[src/logic/accel_port_cfg.svh]
// Purpose: Constants for the accelerator data transfer port
// Assumes: Single 10 MHz clock, synchronous active-high reset
// Notes: Counts and field positions only; types live in the package
`ifndef ACCEL_PORT_CFG_SVH
`define ACCEL_PORT_CFG_SVH
`define DATA_W 32
`define HALF_W 16
`define OP_W 12
`define UNIT_HI 11
`define UNIT_LO 10
`define CNT_HI 6
`define CNT_LO 4
`define FIRST_REG 4'h4
`define MAX_REGS 3'h7
`define FIFO_DEPTH 4
`define FIFO_AW 2
`define GPR_IDX_W 4
`endif

[src/logic/accel_port_pkg.sv]
// Purpose: Types for the accelerator data transfer port
// Assumes: Included configuration header supplies the widths
// Notes: Nothing here holds state
`include "accel_port_cfg.svh"
package accel_port_pkg;
   typedef enum logic [2:0] {OP_NONE, OP_CALL, OP_RET, OP_LOAD, OP_STORE} xfer_op_t;
   typedef enum logic [2:0] {ST_IDLE, ST_UPD, ST_CALL, ST_RET, ST_LDWAIT, ST_STACK, ST_STMEM,
      ST_DONE} xfer_state_t;
endpackage : accel_port_pkg

[src/logic/accel_data_port.sv]
// Purpose: Core-side data transfer port toward hardware accelerators
// Assumes: Active-low handshake lines; bus inputs synchronous to clk
// Notes: Clock phases are modelled as the two halves of one clk cycle
`timescale 1ns/1ps
`include "accel_port_cfg.svh"
// How it works
// - Hold last busy/exception sample in latch.
// - Drive bus high phase, capture low.
// - Transfer count registers from R4, max seven.
// - Strobe held through pipelined register transfers.
// - Drive next operand early; repeat on nack.
// - Return values written straight each clock.
// - Strobe changes rising; ack sampled low.
// - Load strobes valid operand, ignores ack.
// - Load strobe delayed by memory waits.
// - Update address driven in the execute cycle.
// - Memory access fault asserts error output.
// - Half-word store writes only lower half.
// - Store requests memory on ack, data next.
// - Store strobe after memory write completes.
// - Exception sampled on decode without busy.
// - Execute only after busy negated.
// - Call/return count zero is execute-only, no transfer.
module accel_data_port (
   input wire logic clk,
   input wire logic rst,
   input wire logic [`OP_W-1:0] accel_opcode,
   input wire logic accel_decode_strobe_n,
   input wire logic accelBusyIn_n,
   input wire logic accel_exception_n,
   input wire logic issueReq,
   input wire logic issueUpdate,
   input wire logic [`DATA_W-1:0] effAddr,
   output logic accelExecute_n,
   output logic accelExcTaken,
   input wire logic [`DATA_W-1:0] accelBusIn,
   output logic [`DATA_W-1:0] accelBusOut,
   output logic accelBusOe,
   output logic xfer_strobe_n,
   input wire logic xfer_ack_n,
   output logic xferError_n,
   output logic [`GPR_IDX_W-1:0] regRdIdx,
   input wire logic [`DATA_W-1:0] regRdData,
   output logic regWrEn,
   output logic [`GPR_IDX_W-1:0] regWrIdx,
   output logic [`DATA_W-1:0] regWrData,
   output logic memReq,
   output logic memWrite,
   output logic memHalf,
   output logic [`DATA_W-1:0] memWrData,
   input wire logic memDone,
   input wire logic [`DATA_W-1:0] memRdData,
   input wire logic memFault,
   output logic portIdle
);
   accel_port_pkg::xfer_state_t state_reg;
   accel_port_pkg::xfer_state_t state_next;
   accel_port_pkg::xfer_op_t op_reg;
   logic busyHold_reg;
   logic excHold_reg;
   logic [2:0] left_reg;
   logic [`GPR_IDX_W-1:0] idx_reg;
   logic [`DATA_W-1:0] out_reg;
   logic oe_reg;
   logic strobe_reg;
   logic err_reg;
   logic half_reg;
   logic [`DATA_W-1:0] stData_reg;
   logic exec_reg;
   logic exc_reg;
   logic regWr_reg;
   logic [`GPR_IDX_W-1:0] regWrIdx_reg;
   logic [`DATA_W-1:0] regWrData_reg;
   logic memReq_reg;
   logic memWr_reg;
   logic [`DATA_W-1:0] memWrData_reg;
   wire logic decodeOn;
   wire logic busyNow;
   wire logic excNow;
   wire logic [2:0] cnt;
   wire logic isMem;
   wire logic isStoreOp;
   wire logic isRetOp;
   wire logic execOnly;
   wire logic canIssue;
   wire logic ackSeen;
   wire logic fifoInValid;
   wire logic fifoInReady;
   wire logic fifoOutValid;
   wire logic [`DATA_W-1:0] fifoOutData;
   wire logic fifoPop;
   wire logic callDrive;
   // Latch hold: the sampled value stands while no unit drives
   assign decodeOn = !accel_decode_strobe_n;
   assign busyNow = decodeOn ? !accelBusyIn_n : busyHold_reg;
   assign excNow = decodeOn ? !accel_exception_n : excHold_reg;
   assign cnt = accel_opcode[`CNT_HI:`CNT_LO];
   assign isMem = accel_opcode[9];
   assign isStoreOp = accel_opcode[7];
   assign isRetOp = !accel_opcode[7] && !isMem && accel_opcode[8];
   assign execOnly = !isMem && (cnt == 3'h0);
   assign canIssue = decodeOn && !busyNow && issueReq && (state_reg == accel_port_pkg::ST_IDLE);
   assign ackSeen = !xfer_ack_n;
   // Call operands go through the FIFO so a nack replays the held word
   assign fifoInValid = (state_reg == accel_port_pkg::ST_CALL) && (left_reg != 3'h0);
   assign callDrive = (state_reg == accel_port_pkg::ST_CALL);
   // Head word stands on the bus until acknowledged, so a nack repeats it
   assign fifoPop = callDrive && fifoOutValid && ackSeen;
   xfer_fifo #(.WIDTH(`DATA_W), .DEPTH(`FIFO_DEPTH), .AW(`FIFO_AW)) callFifo (
      .clk(clk),
      .rst(rst),
      .inValid(fifoInValid),
      .inReady(fifoInReady),
      .inData(regRdData),
      .outValid(fifoOutValid),
      .outReady(fifoPop),
      .outData(fifoOutData)
   );
   assign regRdIdx = idx_reg;
   assign accelBusOut = callDrive ? fifoOutData : out_reg;
   assign accelBusOe = callDrive ? fifoOutValid : oe_reg;
   assign xfer_strobe_n = !strobe_reg;
   assign xferError_n = !err_reg;
   assign accelExecute_n = !exec_reg;
   assign accelExcTaken = exc_reg;
   assign regWrEn = regWr_reg;
   assign regWrIdx = regWrIdx_reg;
   assign regWrData = regWrData_reg;
   assign memReq = memReq_reg;
   assign memWrite = memWr_reg;
   assign memHalf = half_reg;
   assign memWrData = memWrData_reg;
   assign portIdle = (state_reg == accel_port_pkg::ST_IDLE);
   always_comb begin
      state_next = state_reg;
      case (state_reg)
         accel_port_pkg::ST_IDLE: begin
            if (canIssue && !excNow && !execOnly) begin
               if (isMem && issueUpdate) state_next = accel_port_pkg::ST_UPD;
               else if (isMem) state_next = isStoreOp ? accel_port_pkg::ST_STACK
                  : accel_port_pkg::ST_LDWAIT;
               else state_next = isRetOp ? accel_port_pkg::ST_RET : accel_port_pkg::ST_CALL;
            end
         end
         accel_port_pkg::ST_UPD: state_next = (op_reg == accel_port_pkg::OP_STORE)
            ? accel_port_pkg::ST_STACK : accel_port_pkg::ST_LDWAIT;
         accel_port_pkg::ST_CALL: begin
            if (left_reg == 3'h0 && !fifoOutValid) state_next = accel_port_pkg::ST_IDLE;
         end
         accel_port_pkg::ST_RET: begin
            if (left_reg == 3'h1 && ackSeen) state_next = accel_port_pkg::ST_IDLE;
         end
         accel_port_pkg::ST_LDWAIT: begin
            if (memDone || memFault) state_next = accel_port_pkg::ST_DONE;
         end
         accel_port_pkg::ST_STACK: begin
            if (ackSeen) state_next = accel_port_pkg::ST_STMEM;
         end
         accel_port_pkg::ST_STMEM: begin
            if (memDone || memFault) state_next = accel_port_pkg::ST_DONE;
         end
         accel_port_pkg::ST_DONE: state_next = accel_port_pkg::ST_IDLE;
         default: state_next = accel_port_pkg::ST_IDLE;
      endcase
   end
   always_ff @(posedge clk) begin
      if (rst) begin
         busyHold_reg <= 1'b0;
         excHold_reg <= 1'b0;
      end else if (decodeOn) begin
         busyHold_reg <= !accelBusyIn_n;
         excHold_reg <= !accel_exception_n;
      end
   end
   always_ff @(posedge clk) begin
      if (rst) begin
         state_reg <= accel_port_pkg::ST_IDLE;
         op_reg <= accel_port_pkg::OP_NONE;
         exec_reg <= 1'b0;
         exc_reg <= 1'b0;
         half_reg <= 1'b0;
      end else begin
         state_reg <= state_next;
         exec_reg <= canIssue;
         exc_reg <= canIssue && excNow;
         if (canIssue) begin
            half_reg <= !accel_opcode[8];
            op_reg <= isMem ? (isStoreOp ? accel_port_pkg::OP_STORE : accel_port_pkg::OP_LOAD)
               : (isRetOp ? accel_port_pkg::OP_RET : accel_port_pkg::OP_CALL);
         end
      end
   end
   always_ff @(posedge clk) begin
      if (rst) begin
         left_reg <= 3'h0;
         idx_reg <= `FIRST_REG;
      end else if (canIssue) begin
         left_reg <= cnt;
         idx_reg <= `FIRST_REG;
      end else if (fifoInValid && fifoInReady) begin
         left_reg <= left_reg - 3'h1;
         idx_reg <= idx_reg + 4'h1;
      end else if (state_reg == accel_port_pkg::ST_RET && ackSeen) begin
         left_reg <= left_reg - 3'h1;
         idx_reg <= idx_reg + 4'h1;
      end
   end
   // Bus drive and strobe, all changed on the rising edge
   always_ff @(posedge clk) begin
      if (rst) begin
         out_reg <= '0;
         oe_reg <= 1'b0;
         strobe_reg <= 1'b0;
         err_reg <= 1'b0;
      end else begin
         oe_reg <= 1'b0;
         strobe_reg <= 1'b0;
         err_reg <= 1'b0;
         case (state_next)
            accel_port_pkg::ST_UPD: begin
               out_reg <= effAddr;
               oe_reg <= 1'b1;
            end
            accel_port_pkg::ST_CALL: begin
               strobe_reg <= 1'b1;
            end
            accel_port_pkg::ST_RET: strobe_reg <= 1'b1;
            accel_port_pkg::ST_DONE: begin
               strobe_reg <= 1'b1;
               err_reg <= memFault;
               if (op_reg == accel_port_pkg::OP_LOAD) begin
                  out_reg <= memRdData;
                  oe_reg <= 1'b1;
               end
            end
            default: oe_reg <= 1'b0;
         endcase
      end
   end
   always_ff @(posedge clk) begin
      if (rst) begin
         regWr_reg <= 1'b0;
         regWrIdx_reg <= '0;
         regWrData_reg <= '0;
         memReq_reg <= 1'b0;
         memWr_reg <= 1'b0;
         memWrData_reg <= '0;
         stData_reg <= '0;
      end else begin
         regWr_reg <= (state_reg == accel_port_pkg::ST_RET) && ackSeen;
         regWrIdx_reg <= idx_reg;
         regWrData_reg <= accelBusIn;
         memReq_reg <= 1'b0;
         memWr_reg <= 1'b0;
         if (state_reg == accel_port_pkg::ST_STACK && ackSeen) begin
            memReq_reg <= 1'b1;
            memWr_reg <= 1'b1;
            stData_reg <= half_reg ? {{`HALF_W{1'b0}}, accelBusIn[`HALF_W-1:0]}
               : accelBusIn;
         end else if (state_reg == accel_port_pkg::ST_UPD && op_reg == accel_port_pkg::OP_LOAD)
         begin
            memReq_reg <= 1'b1;
         end else if (canIssue && isMem && !isStoreOp && !issueUpdate && !excNow) begin
            memReq_reg <= 1'b1;
         end
         if (state_reg == accel_port_pkg::ST_STMEM) memWrData_reg <= stData_reg;
      end
   end
   a_exec_after_free: assert property (@(posedge clk) disable iff (rst)
      !accelExecute_n |-> $past(decodeOn) && !$past(busyNow)) else $error("execute while busy");
   a_exc_sample: assert property (@(posedge clk) disable iff (rst)
      accelExcTaken |-> !accelExecute_n) else $error("exception without execute");
   a_idle_quiet: assert property (@(posedge clk) disable iff (rst)
      $past(portIdle) && portIdle |-> xfer_strobe_n && xferError_n) else $error("idle strobe");
   a_store_req_ack: assert property (@(posedge clk) disable iff (rst)
      state_reg == accel_port_pkg::ST_STACK && ackSeen |=> memReq && memWrite) else
      $error("store request late");
   a_store_data_next: assert property (@(posedge clk) disable iff (rst)
      memReq && memWrite |=> state_reg != accel_port_pkg::ST_STMEM || memWrData == stData_reg)
      else $error("store data not driven");
   a_half_upper_zero: assert property (@(posedge clk) disable iff (rst)
      memReq && memWrite && memHalf |-> stData_reg[31:16] == 16'h0000) else
      $error("half store upper bits");
   a_fault_error: assert property (@(posedge clk) disable iff (rst)
      (state_reg == accel_port_pkg::ST_LDWAIT || state_reg == accel_port_pkg::ST_STMEM)
      && memFault |=> !xferError_n && !xfer_strobe_n) else $error("fault not flagged");
   a_ret_write: assert property (@(posedge clk) disable iff (rst)
      state_reg == accel_port_pkg::ST_RET && ackSeen |=> regWrEn && regWrData == $past(accelBusIn))
      else $error("return word lost");
   a_update_drive: assert property (@(posedge clk) disable iff (rst)
      state_reg == accel_port_pkg::ST_UPD |-> accelBusOe && accelBusOut == $past(effAddr))
      else $error("update address missing");
   a_call_strobe: assert property (@(posedge clk) disable iff (rst)
      state_reg == accel_port_pkg::ST_CALL |-> !xfer_strobe_n) else $error("call strobe gap");
   c_call: cover property (@(posedge clk) state_reg == accel_port_pkg::ST_CALL ##1 portIdle);
   c_ret: cover property (@(posedge clk) regWrEn ##1 regWrEn);
   c_store: cover property (@(posedge clk) state_reg == accel_port_pkg::ST_STMEM ##[1:4] memDone);
   c_fault: cover property (@(posedge clk) !xferError_n);
endmodule : accel_data_port

[src/logic/xfer_fifo.sv]
// Purpose: Small flip-flop FIFO with valid/ready on both sides
// Assumes: Depth is a power of two
// Notes: Stalls the writer when full
`timescale 1ns/1ps
module xfer_fifo #(
   parameter int WIDTH = 32,
   parameter int DEPTH = 4,
   parameter int AW = 2
) (
   input wire logic clk,
   input wire logic rst,
   input wire logic inValid,
   output logic inReady,
   input wire logic [WIDTH-1:0] inData,
   output logic outValid,
   input wire logic outReady,
   output logic [WIDTH-1:0] outData
);
   logic [WIDTH-1:0] mem_reg [DEPTH];
   logic [AW-1:0] wrPtr_reg;
   logic [AW-1:0] rdPtr_reg;
   logic [AW:0] count_reg;
   wire logic doWrite;
   wire logic doRead;
   assign inReady = (count_reg != AW'(0) + (AW+1)'(DEPTH)) ;
   assign outValid = (count_reg != '0);
   assign doWrite = inValid && inReady;
   assign doRead = outValid && outReady;
   assign outData = mem_reg[rdPtr_reg];
   always_ff @(posedge clk) begin
      if (rst) begin
         wrPtr_reg <= '0;
         rdPtr_reg <= '0;
         count_reg <= '0;
      end else begin
         if (doWrite) wrPtr_reg <= wrPtr_reg + AW'(1);
         if (doRead) rdPtr_reg <= rdPtr_reg + AW'(1);
         count_reg <= count_reg + (AW+1)'(doWrite) - (AW+1)'(doRead);
      end
   end
   always_ff @(posedge clk) begin
      if (doWrite) mem_reg[wrPtr_reg] <= inData;
   end
   a_fifo_no_overflow: assert property (@(posedge clk) disable iff (rst)
      count_reg <= (AW+1)'(DEPTH)) else $error("fifo count beyond depth");
endmodule : xfer_fifo

[config.mk]
export PLATFORM = sky130hd
export DESIGN_NAME = accel_data_port
export DESIGN_NICKNAME = d
export VERILOG_FILES = /design/src/logic/accel_port_pkg.sv /design/src/logic/accel_data_port.sv /design/src/logic/xfer_fifo.sv
export VERILOG_INCLUDE_DIRS = /design/src /design/src/logic
export SDC_FILE = /design/constraint.sdc
export NUM_CORES = 1
export LEC_CHECK = 0
export BUFFER_PORTS_ARGS = -buffer_cell sky130_fd_sc_hd__buf_2
export CORE_ASPECT_RATIO = 0.5
export CORE_MARGIN = 8
export CORE_UTILIZATION = 55
export DETAILED_ROUTE_END_ITERATION = 8
export PLACE_DENSITY = 0.83
export SLEW_MARGIN = 5
export SYNTH_ARGS = -nofsm -noshare
export SYNTH_HDL_FRONTEND = slang
export SYNTH_SLANG_ARGS = --single-unit
[constraint.sdc]
create_clock -name clk -period 5 [get_ports clk]
set_input_delay 0.5 -clock clk [delete_from_list [all_inputs] [get_ports clk]]
set_output_delay 0.5 -clock clk [all_outputs]
set_load 0.02 [all_outputs]
==> metrics.txt, run 1 <==
Hold WC Path Type=in -> reg; dpl hpwl=roughly 18 mm; Routed Antenna Nets=0; Final Hold Viols=0; post-DR wirelength/cell=approximately 19 um; Die Wd=220 um; Worst-path clk slew=about 70 ps; DR pass1 iterations=7; #FFs+latches synth=292; Placer Congestion=0.845; switching share of power=24.1%; Synth Instances=around 950; # fillers=between 1,000 and 1,500; Critical Path, Cell by Cell=or3b_2 -> nor2_1 -> nor3_1 -> o311a_1 -> nand2_2 -> a221oi_1; achievable frequency=roughly 310 MHz; outcome=completed; Synth warnings=0; Crit Path Category=reg -> reg; routed via count=~8,000; Post-synth EDFFs=between 100 and 150; vias in the first global route=8,438; r2r setup slk=roughly 1700 ps; Crit path largest cell delay=roughly 790 ps; clk_skew=between 10 and 15 ps; total CTS buffers=25; layout net count=~1,300; CTS tree=yes; worst-skew pair later-pin latency=approximately 530 ps; largest net degree at the start of global routing=84; compound-gate portion of the synthesized area=under 10%; initial antenna violation count=4; Max Slew Vio Count=0; asr flop ratio synth=0%; worst rel slew slack=18.8%; clock root buffer=clkbuf_16; RSZ-0062 raised after global routing=no; Post-synth top flop=dfxtp_1; wirelength, routed=about 28 mm; largest family of logic cells by synthesized area=simple AND/OR/NAND/NOR gates; die footprint=0.0259 mm2; syn_area_per_cell=approximately 12 um2; # rows=37; final core utilization=between 60% and 70%; Core ar.=about 0.020 mm2; share of cells above drive strength 1=31.7%; final setup TNS=0 ps; crit path capture type=register; CTS resizes=0; GRT Total Usage=20.8%; clock network fraction of design power=39.0%; leak pwr=5.20 nW; IO Count=~260; Post-Synth Adder-Cell Area=approximately 1.3%; drc violations=0; Simple-Gate Fraction of Synth Area=roughly 15%; PD cells=roughly 380 mW/mm2; Bufs on Longest Clock Path=3; Post-Syn Nets=about 1,100; Tmin final=~3300 ps; H-tree Lvls=1; setup violators final=0; P_int=3.92 mW; grt total ovfl=0; Gate power share=around 11%; multiplexer area fraction after synthesis=~9.3%; Synth Area in XOR/XNOR=less than 1%; Mapped Area=approximately 0.011 mm2; clk sinks=between 200 and 300; slowest CP cell=or3b_2; WP data arrival=around 3700 ps; Psw=between 1 and 1.5 mW; Die H=roughly 120 um; max cap viols=0; Reg power frac=~50%; CTS Hold Bufs=0; Final period util=between 60 and 70%; sequential area share after synthesis=approximately 62%; WP data required=5410 ps; first-pass GRT wire length=between 40 and 50 mm; post-CTS setup buffers=0; Largest register FFs=128; area delta synth->final=20.1%; Tightest Pin Transition=around 1200 ps; via/cell ratio=between 5 and 6; Iter 0 DRT Violations=between 600 and 700; CP max FO=37; Worst IR Drop VDD=between 0.0002 and 0.00025 V; input/output buffers=between 200 and 300; Initial Utilization=between 50% and 60%; post-synth cell types=between 40 and 50; Critical Path Source Type=register
-- power by group through the flow --
stage | registers [mW] | clock network (mW) | logic, mW
CTS | 2.59 | 2.04 | 0.559
global route | 2.60 | 2.13 | 0.595
global placement | 2.64 | 0 | 0.539
finish | 2.59 | 2.01 | 0.556
detailed placement | 2.64 | 0 | 0.555
floorplan | 2.65 | 0 | 0.345
-- per-stage QoR --
step | total power, mW | cells | setup slack [ps] | hold WS, ps | cell area (um2)
floorplan | 3.00 | 954 | 2400 | 432 | 11400
global placement | 3.18 | 1429 | 1910 | 436 | 12900
detailed placement | 3.20 | 1429 | 1760 | 441 | 12900
CTS | 5.19 | 1475 | 1710 | 161 | 13700
global route | 5.33 | 1478 | 1480 | 165 | 13700
finish | 5.16 | 1478 | 1740 | 182 | 13700
-- routing by layer --
layer | GRT usage [%] | routed length (um)
met1 | 24.6 | 11100
met5 | 0 | 9
met2 | 37.7 | 14600
met3 | 4.00 | 1700
met4 | 6.22 | 668
-- placed cells by master, fill, tap and decap left out, types with 8 or more instances in the layout --
master     instances
a221oi_2          29
nand2_1          226
nand3b_1          17
edfxtp_1         128
a21oi_1           73
buf_4              8
buf_2            256
inv_1             15
nor3_1            10
dfxtp_1          163
mux2i_1           34
nor2_1            51
ha_1              10
clkbuf_16         26
mux4_2            32
nor2b_1           44
-- synthesized netlist by cell type (all sizes together) (2+ instances only) --
cell / instances / area share [%]
mux2i: 34 / 3.0
nor4: 2 / 0.11
a21o: 3 / 0.26
or3: 5 / 0.32
ha: 10 / 1.1
nand3b: 17 / 1.1
nand3: 3 / 0.13
o211ai: 2 / 0.13
nor2: 52 / 1.7
buf: 13 / 0.79
xnor2: 7 / 0.54
edfxtp: 128 / 34
a221oi: 32 / 4.0
inv: 15 / 0.49
nand2b: 2 / 0.11
a211oi: 3 / 0.20
a21oi: 73 / 3.2
nor3: 11 / 0.58
mux4: 32 / 6.3
clkbuf: 50 / 1.6
xor2: 2 / 0.15
and2: 7 / 0.38
nor2b: 44 / 2.4
o21ai: 3 / 0.13
nand2: 227 / 7.5
dfxtp: 164 / 29
-- cell families (layout without fill, tap and decap cells) --
logic type / after synthesis / count (layout)
and+or+nand+nor: 375 / 375
DFF: 292 / 292
AOI/OAI and AO/OA: 123 / 123
other: 0 / 3
adders and majority gates: 11 / 11
xor gates and xnor gates: 9 / 9
buffers and inverters: 78 / 326
muxes: 66 / 66
-- final timing paths --
check	start	endpoint	cells past startpoint
worst max-delay path	state_reg[2]$_SDFF_PP0_	out_reg[30]$_SDFFE_PP0P_	6
worst min-delay path	regRdData[1]	callFifo.mem_reg[2][1]$_DFFE_PP_	1
worst max register to register	state_reg[2]$_SDFF_PP0_	out_reg[30]$_SDFFE_PP0P_	6
worst min register to register	stData_reg[27]$_SDFFE_PP0P_	memWrData[27]$_SDFFE_PP0N_	2
-- worst max-delay path, delay by kind of cell (launching register included) --
family	cells	cell delay [ps]
flops	1	500
simple gates	4	1750
compound gates	2	880
-- final cells by class --
| cell class | instances | area, um2 | share of cell area, % |
|---|---|---|---|
| Antenna cell | 3 | 7.51 | 0.0547 |
| Tap cell | 273 | 342 | 2.49 |
| Sequential cell | 292 | 7130 | 52.0 |
| Clock inverter | 18 | 193 | 1.40 |
| Timing Repair Buffer | 265 | 1350 | 9.86 |
| Inverter | 15 | 56.3 | 0.410 |
| Multi-Input combinational cell | 584 | 3980 | 29.0 |
| Clock buffer | 28 | 658 | 4.80 |
No activity file was read; power rests on OpenSTA's default activity.
==> run 2, diff against run 1 <==
CORE_UTILIZATION = 48   (was 55)
PLACE_DENSITY = 0.77   (was 0.83)
clock period = 2.6 ns   (was 5 ns; I/O delays follow)
==> run 2 against run 1 <==
Net effect: global-route usage is 0.45 points lower; final area increased by 6.6%; power grew 89%; sequential power is 92% higher; cell count increased by 8.9%; hold slack worse by 150 ps; setup slack worse by 1600 ps; first-iteration DRC count is 4.4% higher; largest cell class unchanged.
==> metrics.txt, run 2 (synthesis results as in run 1) <==
outcome=completed; routed via count=around 8,500; WP depth=6; max cap viols=0; Critical Path, Cell by Cell=or3_4 -> nor3_4 -> a311o_2 -> and4b_1 -> a21o_4 -> a221oi_1; Placer Congestion=0.833; share of cells above drive strength 1=between 30% and 40%; grt total ovfl=0; achievable frequency=403 MHz; clk_skew=10.4 ps; H-tree Lvls=1; most common cell after layout, fill and taps aside=buf_2; reg2reg end=out_reg[30]$_SDFFE_PP0P_; CTS tree=yes; Tightest Pin Transition=about 750 ps; Worst-path clk slew=70 ps; cell depth of the worst flop-to-flop path=6; drc violations=0; FF-to-FF Start=state_reg[0]$_SDFF_PP0_; Routed Antenna Nets=0; GRT Total Usage=between 20% and 30%; leak pwr=roughly 5.6 nW; wirelength, routed=approximately 31 mm; Initial Utilization=between 40 and 50%; final setup TNS=0 ps; placed cells=roughly 1,500; RSZ-0062 raised after global routing=no; setup ws final=120 ps; Final period util=95.4%; input/output buffers=257; final core utilization=between 60% and 70%; final cell count without fillers=approximately 1,600; clock network fraction of design power=a little over a third; WP data arrival=about 2900 ps; crit path launch=state_reg[0]$_SDFF_PP0_; initial antenna violation count=2; via/cell ratio=about 5.3; Worst IR Drop VDD=between 0.0004 and 0.0005 V; cell family with most CP delay=simple AND/OR/NAND/NOR gates; Crit Path Category=reg -> reg; Die H=125 um; Critical Path End=out_reg[30]$_SDFFE_PP0P_; Bufs on Longest Clock Path=3; setup violators final=0; total CTS buffers=25; die footprint=about 0.03 mm2; Die Wd=around 230 um; area delta synth->final=28.1%; most frequent cells in the layout=buf_2 (256), nand2_1 (226), dfxtp_1 (162), edfxtp_1 (128), a21oi_1 (73); Max Slew Vio Count=0; P_int=7.31 mW; Reg power frac=roughly half; switching share of power=roughly a quarter; vias in the first global route=roughly 8,400; worst-skew pair later-pin latency=roughly 520 ps; dpl hpwl=20.7 mm; clock root buffer=clkbuf_16; r2r setup slk=about 120 ps; Critical Path Source Type=register; Tmin final=2480 ps; DR pass1 iterations=5; Iter 0 DRT Violations=716; Crit path largest cell delay=between 400 and 500 ps; worst slack, placed=around 16 ps; largest net degree at the start of global routing=between 80 and 90; Final Hold Viols=0; # rows=40; WP data required=3030 ps; Psw=~2.4 mW; crit path capture type=register; Largest register FFs=roughly 130; Gate power share=about an eighth; clk sinks=roughly 300; Core ar.=0.0237 mm2; IO Count=between 200 and 300; worst rel slew slack=about half; first-pass GRT wire length=about 47 mm; PD cells=approximately 670 mW/mm2; post-DR wirelength/cell=19.5 um; layout net count=between 1,000 and 1,500; Hold WC Path Type=in -> reg; crit path buf inv count=0; CP max FO=17; slowest CP cell=or3_4
## run 2: metal layers
| layer | share of wire (%) | global-route usage (%) |
|---|---|---|
| met2 | 46 | 32.0 |
| met3 | 8.6 | 4.67 |
| met1 | 43 | 28.3 |
| met5 | 0 | 0 |
| met4 | 2.0 | 4.68 |
## run 2: worst min-delay path by stage
stage                                      from                          to  slack (ps)  depth (start not counted)
floorplan                            xfer_ack_n          regWrEn$_SDFF_PP0_         340                          1
global placement     stData_reg[1]$_SDFFE_PP0P_   memWrData[1]$_SDFFE_PP0N_         440                          2
detailed placement  stData_reg[12]$_SDFFE_PP0P_  memWrData[12]$_SDFFE_PP0N_         440                          2
CTS                              accelBusIn[22]    regWrData[22]$_SDFF_PP0_          20                          2
global route                     accelBusIn[22]    regWrData[22]$_SDFF_PP0_          10                          2
finish                           accelBusIn[22]    regWrData[22]$_SDFF_PP0_          40                          2
## run 2: final cells by class
cell class                      instances  area, um2
Inverter                               15       56.3
Multi-Input combinational cell        585       4010
Sequential cell                       292       7130
Clock inverter                         13       92.6
Fill cell                            1844       9040
Timing Repair Buffer                  356       2290
Tap cell                              315        394
Antenna cell                            2       5.00
Clock buffer                           31        659
## run 2: through the flow
stage | cell area [um2] | hold WS, ps | power, mW
global placement | 13100 | 436 | 6.17
CTS | 14600 | 16.5 | 9.79
floorplan | 11400 | 339 | 5.76
finish | 14600 | 36.7 | 9.74
detailed placement | 13100 | 444 | 6.20
global route | 14600 | 13.7 | 10.1
## run 2: power groups by stage
stage	Combinational (mW)	Sequential (mW)	Clock [mW]
floorplan	0.663	5.10	0
global placement	1.10	5.07	0
CTS	1.21	4.98	3.60
detailed placement	1.12	5.08	0
finish	1.25	4.98	3.52
global route	1.33	4.99	3.79
## run 2: repair_timing
| item | 4_1_cts | 5_1_grt |
|---|---|---|
| buffers inserted | 0 | 3 |
| setup endpoints to repair | 2 | 46 |
| pin swaps | 0 | 2 |
| gates cloned | 0 | 1 |
| hold endpoints to repair | 183 | 0 |
| hold buffers | 68 | 0 |
| gates resized for setup | 1 | 4 |
